$ cat src/include/prot_pkg.sv
package prot_pkg;
  // Stage status encoding
  typedef enum logic [1:0] {
    st_idle    = 2'b00,
    st_blocked = 2'b01,
    st_start   = 2'b10,
    st_trip    = 2'b11
  } stage_status_t;

  localparam int unsigned CLK_HZ          = 100_000_000;
  localparam int unsigned NUM_GROUPS      = 4;
  localparam int unsigned NUM_STAGES      = 32;
  localparam int unsigned MAX_ENABLED     = 30;
  localparam int unsigned NUM_RELAYS      = 6;
  localparam int unsigned SAMPLES_PER_PER = 32;
  // Half second force pulse, five minute panel timeout
  localparam int unsigned FORCE_MS        = 500;
  localparam int unsigned FORCE_CYCLES    = CLK_HZ / 1000 * FORCE_MS;
  localparam int unsigned IDLE_MIN        = 5;
  localparam longint unsigned IDLE_CYCLES = longint'(CLK_HZ) * 60 * IDLE_MIN;
  localparam logic PRIO_ASCENDING         = 1'b0;
endpackage

$ cat src/include/stage_if.sv
`timescale 1ns/10ps
interface stage_if #(parameter int N = 32);
  logic [N-1:0] fault;     // Fault detected
  logic [N-1:0] delay_done;// Operation delay elapsed
  logic [N-1:0] block;     // Combined blocking
  logic [N-1:0] enable;    // Stage enabled
  logic [N-1:0] force_start;
  logic [N-1:0] force_trip;
  logic [2*N-1:0] status;  // Packed status per stage
  modport ctrl (output fault, delay_done, block, enable, force_start, force_trip,
                input status);
  modport stat (input fault, delay_done, block, enable, force_start, force_trip,
                output status);
endinterface

$ cat src/stage_status.sv
`timescale 1ns/10ps
module stage_status #(
  parameter int N = 32
) (
  input  wire logic core_clk, // System clock
  input  wire logic reset,    // Sync reset
  stage_if.stat     s         // Stage signals
);
  logic [2*N-1:0] status_d;
  logic [2*N-1:0] status_q;

  // A disabled stage idles first, then forced states win; blocking only holds back a stage not yet tripping
  always_comb
  begin
    status_d = status_q;
    for (int i = 0; i < N; i++)
    begin
      if (!s.enable[i])
        status_d[2*i +: 2] = prot_pkg::st_idle;
      else if (s.force_trip[i])
        status_d[2*i +: 2] = prot_pkg::st_trip;
      else if (s.force_start[i])
        status_d[2*i +: 2] = prot_pkg::st_start;
      else if (!s.fault[i])
        status_d[2*i +: 2] = prot_pkg::st_idle;
      else if (status_q[2*i +: 2] == prot_pkg::st_trip)
        status_d[2*i +: 2] = prot_pkg::st_trip;
      else if (s.block[i])
        status_d[2*i +: 2] = prot_pkg::st_blocked;
      else if (s.delay_done[i])
        status_d[2*i +: 2] = prot_pkg::st_trip;
      else
        status_d[2*i +: 2] = prot_pkg::st_start;
    end
  end

  always_ff @(posedge core_clk)
  begin
    if (reset)
      status_q <= '0;
    else
      status_q <= status_d;
  end

  assign s.status = status_q;
endmodule

$ cat src/protection_stage_group_select.sv
`timescale 1ns/10ps
module protection_stage_group_select #(
  parameter int          N_DI         = 16,
  parameter int          N_VI         = 4,
  parameter int          N_ST         = prot_pkg::NUM_STAGES,
  parameter int unsigned MAX_EN       = prot_pkg::MAX_ENABLED,
  parameter int unsigned SAMPLES      = prot_pkg::SAMPLES_PER_PER,
  parameter int unsigned FORCE_CYC    = prot_pkg::FORCE_CYCLES,
  parameter longint unsigned IDLE_CYC = prot_pkg::IDLE_CYCLES,
  parameter int unsigned PERIOD_DEF   = 2_000_000
) (
  input  wire logic                core_clk,           // 100 MHz clock
  input  wire logic                reset,              // Sync reset, active high
  input  wire logic [N_DI-1:0]     digital_inputs,     // Digital inputs
  input  wire logic [N_VI-1:0]     virtual_inputs,     // Panel/comm/logic inputs
  input  wire logic [4*6-1:0]      group_input_assignment, // Per group: src idx, 0 = none
  input  wire logic                group_priority_order, // 0 ascending, 1 descending
  input  wire logic [1:0]          idle_group_choice,  // Group when no input active
  output logic      [1:0]          active_group,       // Active group minus one
  input  wire logic                phase_one_zero_cross, // First phase current zero cross
  input  wire logic                phase_one_present,  // Current present on phase one
  input  wire logic [31:0]         configured_period,  // Mains period in cycles, fallback
  output logic                     sample_strobe,      // Sample tick
  output logic [31:0]              measured_period,    // Period in use
  input  wire logic [N_ST-1:0]     stage_enable_req,   // Requested stage enables
  output logic      [N_ST-1:0]     stage_enabled,      // Granted stage enables
  input  wire logic [N_ST-1:0]     stage_fault,        // Fault detected per stage
  input  wire logic [N_ST-1:0]     stage_delay_done,   // Delay elapsed per stage
  input  wire logic [N_ST-1:0]     block_matrix,       // Blocking from other stages
  input  wire logic [N_ST-1:0]     block_logic,        // Blocking from logic outputs
  input  wire logic [N_ST-1:0]     block_di,           // Blocking from digital inputs
  input  wire logic [N_ST-1:0]     block_internal,     // Stage own blocking
  output logic      [2*N_ST-1:0]   stage_status,       // Two bits per stage
  input  wire logic                force_flag_set,     // Pulse: raise force flag
  input  wire logic                panel_key,          // Panel key activity pulse
  output logic                     force_flag,         // Force flag level
  input  wire logic [N_ST-1:0]     force_start_req,    // Pulse: force start
  input  wire logic [N_ST-1:0]     force_trip_req,     // Pulse: force trip
  input  wire logic [prot_pkg::NUM_RELAYS-1:0] relay_normal, // Computed relays
  input  wire logic [prot_pkg::NUM_RELAYS-1:0] relay_force_en, // Relay force enable
  input  wire logic [prot_pkg::NUM_RELAYS-1:0] relay_force_val, // Relay forced value
  output logic      [prot_pkg::NUM_RELAYS-1:0] relay_out  // Trip1-4, signal, service
);
  // Source index 1..N_DI picks a digital input, N_DI+1..N_DI+N_VI a virtual one, any other none
  function automatic logic src_active(input logic [5:0] idx, input logic [N_DI-1:0] di,
                                      input logic [N_VI-1:0] vi);
    logic r;
    r = 1'b0;
    if (idx != 6'h00 && int'(idx) <= N_DI)
      r = di[int'(idx) - 1];
    else if (int'(idx) > N_DI && int'(idx) <= N_DI + N_VI)
      r = vi[int'(idx) - N_DI - 1];
    return r;
  endfunction

  logic [prot_pkg::NUM_GROUPS-1:0] grp_act;
  logic [1:0] group_d;
  logic [1:0] group_q;

  // Resolve the active group from assigned inputs
  always_comb
  begin
    for (int g = 0; g < prot_pkg::NUM_GROUPS; g++)
      grp_act[g] = src_active(group_input_assignment[6*g +: 6], digital_inputs,
                              virtual_inputs);
    group_d = idle_group_choice;
    if (group_priority_order == prot_pkg::PRIO_ASCENDING)
    begin
      for (int g = prot_pkg::NUM_GROUPS - 1; g >= 0; g--)
        if (grp_act[g])
          group_d = 2'(g);
    end
    else
    begin
      for (int g = 0; g < prot_pkg::NUM_GROUPS; g++)
        if (grp_act[g])
          group_d = 2'(g);
    end
  end

  // Period tracking: zero crossings measure period while current is present
  logic [31:0] pcnt_d, pcnt_q, per_d, per_q, scnt_d, scnt_q;
  logic        strobe_d, strobe_q;
  always_comb
  begin
    pcnt_d   = pcnt_q + 32'h1;
    per_d    = per_q;
    if (!phase_one_present)
      per_d = configured_period;
    else if (phase_one_zero_cross)
    begin
      per_d  = pcnt_q;
      pcnt_d = 32'h1;
    end
    // Sample interval is period / SAMPLES, shift since count is power of two
    scnt_d   = scnt_q + 32'h1;
    strobe_d = 1'b0;
    if (scnt_q >= (per_q >> $clog2(SAMPLES)) - 32'h1)
    begin
      scnt_d   = 32'h0;
      strobe_d = 1'b1;
    end
  end

  // Cap: lower-numbered requests win while room remains
  logic [N_ST-1:0] en_d, en_q;
  always_comb
  begin
    automatic int unsigned cnt;
    cnt  = 0;
    en_d = '0;
    for (int i = 0; i < N_ST; i++)
      if (stage_enable_req[i] && cnt < MAX_EN)
      begin
        en_d[i] = 1'b1;
        cnt++;
      end
  end

  // Force flag with panel-idle timeout
  logic        ff_d, ff_q;
  logic [39:0] idle_d, idle_q;
  logic [31:0] ftmr_d [N_ST];
  logic [31:0] ftmr_q [N_ST];
  logic [N_ST-1:0] ftrip_d, ftrip_q;
  always_comb
  begin
    ff_d   = ff_q;
    idle_d = idle_q;
    if (force_flag_set || panel_key)
      idle_d = 40'h0;
    else if (ff_q)
      idle_d = idle_q + 40'h1;
    if (force_flag_set)
      ff_d = 1'b1;
    // A key press in the expiry cycle still counts as activity and keeps the flag
    else if (ff_q && !panel_key && idle_q >= 40'(IDLE_CYC - 1))
      ff_d = 1'b0;
    for (int i = 0; i < N_ST; i++)
    begin
      ftmr_d[i]  = (ftmr_q[i] != 32'h0) ? ftmr_q[i] - 32'h1 : 32'h0;
      ftrip_d[i] = ftrip_q[i];
      if (!ff_d)
      begin
        ftmr_d[i]  = 32'h0;
        ftrip_d[i] = 1'b0;
      end
      else if (force_trip_req[i] || force_start_req[i])
      begin
        ftmr_d[i]  = FORCE_CYC;
        ftrip_d[i] = force_trip_req[i];
      end
    end
  end

  always_ff @(posedge core_clk)
  begin
    if (reset)
    begin
      group_q  <= 2'h0;
      pcnt_q   <= 32'h0;
      per_q    <= PERIOD_DEF;
      scnt_q   <= 32'h0;
      strobe_q <= 1'b0;
      en_q     <= '0;
      ff_q     <= 1'b0;
      idle_q   <= 40'h0;
      ftrip_q  <= '0;
      for (int i = 0; i < N_ST; i++)
        ftmr_q[i] <= 32'h0;
    end
    else
    begin
      group_q  <= group_d;
      pcnt_q   <= pcnt_d;
      per_q    <= per_d;
      scnt_q   <= scnt_d;
      strobe_q <= strobe_d;
      en_q     <= en_d;
      ff_q     <= ff_d;
      idle_q   <= idle_d;
      ftrip_q  <= ftrip_d;
      for (int i = 0; i < N_ST; i++)
        ftmr_q[i] <= ftmr_d[i];
    end
  end

  // Stage status tracker
  stage_if #(.N(N_ST)) sif ();
  logic [N_ST-1:0] fst, ftr;
  always_comb
  begin
    for (int i = 0; i < N_ST; i++)
    begin
      fst[i] = ff_q && ftmr_q[i] != 32'h0 && !ftrip_q[i];
      ftr[i] = ff_q && ftmr_q[i] != 32'h0 && ftrip_q[i];
    end
  end
  assign sif.fault       = stage_fault;
  assign sif.delay_done  = stage_delay_done;
  assign sif.block       = block_matrix | block_logic | block_di | block_internal;
  assign sif.enable      = en_q;
  assign sif.force_start = fst;
  assign sif.force_trip  = ftr;

  stage_status #(.N(N_ST)) u_status (
    .core_clk (core_clk),
    .reset    (reset),
    .s        (sif.stat)
  );

  // Relay forcing only while the flag is up
  always_comb
  begin
    for (int r = 0; r < prot_pkg::NUM_RELAYS; r++)
      relay_out[r] = (ff_q && relay_force_en[r]) ? relay_force_val[r]
                                                : relay_normal[r];
  end

  assign active_group    = group_q;
  assign sample_strobe   = strobe_q;
  assign measured_period = per_q;
  assign stage_enabled   = en_q;
  assign stage_status    = sif.status;
  assign force_flag      = ff_q;
endmodule

$ cat config.mk
export PLATFORM = sky130hd
export DESIGN_NAME = protection_stage_group_select
export DESIGN_NICKNAME = d
export VERILOG_FILES = /design/src/include/prot_pkg.sv /design/src/include/stage_if.sv /design/src/stage_status.sv /design/src/protection_stage_group_select.sv
export SDC_FILE = /design/constraint.sdc
export NUM_CORES = 2
export LEC_CHECK = 0
export BUFFER_PORTS_ARGS = -buffer_cell sky130_fd_sc_hd__buf_2
export CORE_ASPECT_RATIO = 0.7
export CORE_UTILIZATION = 56
export DETAILED_ROUTE_END_ITERATION = 16
export GPL_TIMING_DRIVEN = 0
export PLACE_DENSITY = 0.78
export SETUP_SLACK_MARGIN = 0.05
export SLEW_MARGIN = 20
export SYNTH_ARGS = -nofsm -noshare
export SYNTH_HDL_FRONTEND = slang
export SYNTH_SLANG_ARGS = --single-unit
$ cat constraint.sdc
create_clock -name core_clk -period 53.5 [get_ports core_clk]
set_input_delay 10.7 -clock core_clk [delete_from_list [all_inputs] [get_ports core_clk]]
set_output_delay 10.7 -clock core_clk [all_outputs]
set_load 0.005 [all_outputs]
# ---- Word level (Yosys, flattened, before mapping)
# Memory sizes are Yosys's and may differ from the RTL's.
# Cells that the tools add are included.
# Widths: inputs -> output; s select.
dict set report totals {
  mem_bits_rw 1024
  wordCells 1025
  latch_bits 0
  input_bits 391
  n_memories 1
  romBits 0
  regBits 268
}
# memory depth word_bits read_ports rd_clocked_by_memory_dff wr line_no
set memory_table {}
lappend memory_table {ftmr_q 32 32 32 0 32 protection_stage_group_select.sv:124} ;# logic [31:0] ftmr_q [N_ST];
dict set report op_classes {
  mux 440
  multipliers 0
  div 0
  eq_ne 33
  addsub 78
  shifts 0
  reduce_logical 280
  bitwise_logic 68
  magnitude_cmp 53
}
# op n
set op_table {}
lappend op_table {{$mux 32} 162}
lappend op_table {{$add 32x1->32 const B} 32}
lappend op_table {{$reduce_bool 32->1} 32}
lappend op_table {{$sub 32x1->32 const B} 32}
lappend op_table {{$lt 32x5->1 const B} 31}
lappend op_table {{$mux 2} 169}
lappend op_table {{$logic_and 1x1->1} 143}
lappend op_table {{$mux 1} 101}
lappend op_table {{$or 32x32->32} 3}
lappend op_table {{$reduce_or 2->1} 35}
lappend op_table {{$eq 2x2->1 const B} 32}
lappend op_table {{$le 6x5->1 const B} 8}
lappend op_table {{$add 40x1->40 const B} 1}
lappend op_table {{$ge 40x35->1 const B} 1}
lappend op_table {{$logic_not 1->1} 33}
lappend op_table {{$logic_or 1x1->1} 33}
lappend op_table {{$not 1->1} 33}
lappend op_table {{$ge 32x32->1} 1}
lappend op_table {{$lt 8x4->1 const B} 4}
lappend op_table {{$or 1x1->1} 32}
lappend op_table {{$sub 7x2->8 const B} 4}
lappend op_table {{$lt 7x6->1 const B} 4}
lappend op_table {{$sub 27x1->28 const B} 1}
lappend op_table {{$sub 6x1->7 const B} 4}
lappend op_table {{other kinds (6)} 21}

# ---- Longest topological paths before layout
dict set report depth {
  word_depth 94
  depth_mapped 115
  depth_no_buf 113
}

# ---- Cells and area by module
# A second synthesis with hierarchy kept.
dict set report unflattened {
  cells_unflattened 7257
  area_unflattened_um2 62665.1
}
# module area_per_inst_um2 cells_each n_inst seq_area_each_um2
set modules_own_cells {}
lappend modules_own_cells {protection_stage_group_select 59185.5 6930 1 24583.6}
lappend modules_own_cells {stage_status 3479.6 327 1 1281.2}

# ---- Worst setup path after synthesis
# OpenSTA, ideal clock, no wires.
dict set report synth_path {
  path_kind {input to register}
  start {input port stage_enable_req[0]}
  end {register en_q[31] (netlist: stage_enabled[31])}
  setup_time_ps 127
  t_arrival_ps 31676
  required_ps 53373
  path_stages 106
  slack_ps 21696
  cell_sequence {inv_1 -> ha_1 -> buf_6 -> xnor3_2 -> inv_1 -> ha_1 -> a32o_1 -> or2_2 -> ha_1 -> nor2b_1 -> nor2_1 -> ha_1 -> nand2_1 -> nand2_1 -> ha_1 -> nand2_1 -> a21boi_1 -> inv_1 -> (+70 left out) -> nand2_1 -> a21oi_1 -> mux2i_1 -> a31oi_2 -> a21oi_2 -> xnor2_1 -> inv_1 -> ha_1 -> nand2_1 -> nor4_2 -> mux2i_1 -> o31ai_2 -> mux2_1 -> ha_1 -> xor2_1 -> xnor2_1 -> a311oi_1 -> a211oi_1}
}
dict set report synth_between {
  elab_chain_len 94
  word_cells_on_any_way 124
  classes_between {30 x add/sub; 31 x order compare; 32 x mux; 31 x reduce/logical}
}
# element line_no
set synth_lines {}
lappend synth_lines {{start: declaration} protection_stage_group_select.sv:25} ;# input wire logic [N_ST-1:0] stage_enable_req,
lappend synth_lines {{$mux 1 (*)} protection_stage_group_select.sv:113} ;# if (stage_enable_req[i] && cnt < MAX_EN)
lappend synth_lines {{$lt 32x5->1} protection_stage_group_select.sv:113}
lappend synth_lines {{$logic_and 1x1->1} protection_stage_group_select.sv:113}
lappend synth_lines {{$mux 32 (*)} protection_stage_group_select.sv:113}
lappend synth_lines {{$lt 32x5->1} protection_stage_group_select.sv:113}
lappend synth_lines {{$logic_and 1x1->1} protection_stage_group_select.sv:113}
lappend synth_lines {{$mux 32 (*)} protection_stage_group_select.sv:113}
lappend synth_lines {{$lt 32x5->1} protection_stage_group_select.sv:113}
lappend synth_lines {{(+78 left out)} -}
lappend synth_lines {{$logic_and 1x1->1} protection_stage_group_select.sv:113}
lappend synth_lines {{$mux 32 (*)} protection_stage_group_select.sv:113}
lappend synth_lines {{$lt 32x5->1} protection_stage_group_select.sv:113}
lappend synth_lines {{$logic_and 1x1->1} protection_stage_group_select.sv:113}
lappend synth_lines {{$mux 32 (*)} protection_stage_group_select.sv:113}
lappend synth_lines {{$lt 32x5->1 (*)} protection_stage_group_select.sv:113}
lappend synth_lines {{$logic_and 1x1->1 (*)} protection_stage_group_select.sv:113}
lappend synth_lines {{$mux 1 (*)} protection_stage_group_select.sv:113}
lappend synth_lines {{end signal: assignment} protection_stage_group_select.sv:179} ;# en_q <= en_d;
lappend synth_lines {{end: declaration} protection_stage_group_select.sv:106} ;# logic [N_ST-1:0] en_d, en_q;
# Every way passes the cells marked *; elsewhere a longest branch is shown, timed or not.
# A chain may end at the register's enable or synchronous reset.

# ---- Final worst setup path
# Same ends and word-level chain as after synthesis.

==> impl_metrics.yaml <==
sta:
  skew_ps: 44.9
  rsz0062_at_grt: "no"
  slew_headroom_pct: 20.8
  period_minus_slack_ps: 35780
  min_period_over_period_pct: 66.9
  setup_viol: 0
  slew_violations: 0
  fin_tns_setup_ps: 0
  tightest_slew_ps: 1190
  max_freq_mhz: 27.9
  hold_viol: 0
critical_path:
  cp_slowest_cell: "a211oi_1"
  required_ps: 54110
  slowest_delay_ps: 660
  criticalPathCategory: "in2reg"
  endpoint_kind: "register"
  crit_family: "compound AO/OA/AOI/OAI gates"
  critPathLaunchType: "input port"
  crit_buf_inv: 15
  crit_fanout: 10
  crit_top_cell: "ha_1"
  arrival_ps: 36390
global_route:
  grt_max_degree: 18
  antenna_found_initial: 23
  grt_use_total_pct: 27.0
  first_global_vias: 50200
  grt_pass1_wl_mm: 251
  grt-ovfl-total: 0
floorplan:
  coreArea_mm2: 0.109
  die-area_mm2: 0.112
  num_rows: 101
  start_util_pct: 56.9
  dieWidth_um: 400
  ioPinCount: 529
  die_height_um: 280
status:
  status: "finished, final reports clean"
drt:
  routed_wirelength_mm: 156
  postRouteAntennaNets: 0
  drc_errors: 0
  drtPass1Iterations: 7
  wl_per_cell_um: 16.4
  avgViaCountPerCell: 5.59
  dr.first_iter.drc_count: 4016
  vias: 53200
clock_tree:
  cts.htree.levels: 3
  root_buffer: "clkbuf_16"
  cts_resized: 0
  cts_hold_buf: 0
  cts_made_buffers: 119
  clock-sinks: 1292
  cts_tree: "built"
  clkSlewWorstSetupHoldPaths_ps: 60
  post-cts-setup-buffers: 0
  clk_latency_ps: 750
  clockBufferDepth: 3
finish:
  final_cell_mix: "1,292 x dfxtp_1, 1,257 x nor2_1, 720 x xnor2_1"
  layout_commonest_cell: "dfxtp_1"
  final_nets: 8460
  num-fill-cells: 8946
  syn2layout_area_growth_pct: 14.2
  layout-drive-gt1-share_pct: 11.5
placed_design:
  hpwl_mm: 115
  port_buffers: 511
  gp_congestion: 0.910
synth:
  async_reset_ff_share_pct: 0
  synth_nets: 7825
  ys_seq_elements: 1292
  synth_edf_count: 0
  synth_warnings: 0
  ys_seq_area_share_pct: 41.7
  synth_cells: 7327
  synth_cell_types: 128
  syn_area_per_cell_um2: 8.46
  synth_area_mm2: 0.0620
  synthFlopType: "dfxtp_1"
worst_hold_path:
  min_path_type: "reg2reg"
flow_run:
  maxCapViolCount: 0
final cells by class:
class                           instances  area, um2  area share (%)
Timing Repair Buffer                  514       2630            3.72
Tap cell                             1442       1800            2.55
Multi-Input combinational cell       5600      34400            48.6
Clock buffer                          170       3500            4.95
Antenna cell                           11       27.5          0.0389
Inverter                              195        732            1.03
Clock inverter                         57        795            1.12
Buffer                                240       1020            1.44
Sequential cell                      1292      25900            36.5
metrics by stage:
stage          hold WS [ps]  cells  util [%]  setup WS [ps]  instance area (um2)
6_report                437   9521      64.9          17720                70800
5_1_grt                 471   9515      64.9          16260                70800
4_1_cts                 441   9510      64.9          18440                70800
3_5_place_dp            432   9283      61.0          17800                66500
3_3_place_gp            423   9280      60.9          18130                66400
2_1_floorplan           413   7327         -          21700                62000
state kept, by name, indices dropped and copies added (netlist names):
| signal | count |
|---|---|
| active_group | 2 |
| force_flag | 1 |
| ftmr_q | 1024 |
| ftrip_q | 32 |
| idle_q | 40 |
| measured_period | 32 |
| pcnt_q | 32 |
| sample_strobe | 1 |
| scnt_q | 32 |
| stage_enabled | 32 |
| u_status.s.status | 64 |
synth_stat cells (all sizes together), types with 8 or more instances:
master      n  area share (%)
nand2b    104             1.0
a221oi      8            0.12
or4       123             1.5
a21o       25            0.30
nand3     153             1.2
mux2       23            0.43
a211oi     41            0.53
o21a       15            0.18
o22ai      12            0.12
buf        41            0.38
a21oi     213             1.7
nor3      312             2.5
nor2b      48            0.48
inv       195             1.2
and3       51            0.51
and2       64            0.65
nor4b       9            0.15
o211ai     11            0.14
nor2     1259             7.6
dfxtp    1292              42
or3       158             1.6
nand4      38            0.39
o31ai      21            0.29
xnor2     723              10
xor2      333             4.7
nand2     533             3.2
or2        55            0.55
nand3b     26            0.31
mux4       23            0.84
clkbuf    198             1.2
o21ai     543             4.4
mux2i      65             1.1
o31a       10            0.14
nor3b      29            0.35
ha        107             2.2
nor4      262             2.7
a31oi      24            0.26
o41ai      17            0.32
o2111ai    10            0.14
layer usage:
layer  up-vias  share of wire (%)  global-route usage [%]
met5         -               0.11                       0
met3       285                6.1                    5.05
li1      26600                  -                       -
met1     25100                 46                    36.8
met4        26                3.1                    9.36
met2      1296                 44                    42.7
final timing paths:
kind / from / cells after the start / to / slack [ps]
max: stage_enable_req[0] / 108 / stage_enabled[31] / 17720
min: ftmr_q[1][32] / 1 / ftmr_q[1][32] / 440
max reg2reg: measured_period[5] / 37 / scnt_q[25] / 47790
min reg2reg: ftmr_q[1][32] / 1 / ftmr_q[1][32] / 440
logic make-up after synthesis:
family                   count (synthesis)  share of synthesized area, %
XOR/XNOR                              1059                          15.1
multiplexers                           111                          2.36
buffers and inverters                  435                          2.80
AND/OR/NAND/NOR                       3257                          25.4
flip-flops                            1292                          41.7
adder cells (fa/ha/maj)                110                          2.21
AO/OA/AOI/OAI                         1063                          10.4
worst register-to-register path, delay by kind of cell, from the launching register on:
kind | cells | cell delay [ps]
DFF | 1 | 500
buffers and inverters | 3 | 570
and+or+nand+nor | 14 | 1260
adders and majority gates | 2 | 580
AOI/OAI and AO/OA | 18 | 2720
Power is left out: the tool's default activity adds up to more than one toggle a clock period on the data nets, which glitch-free logic cannot reach.
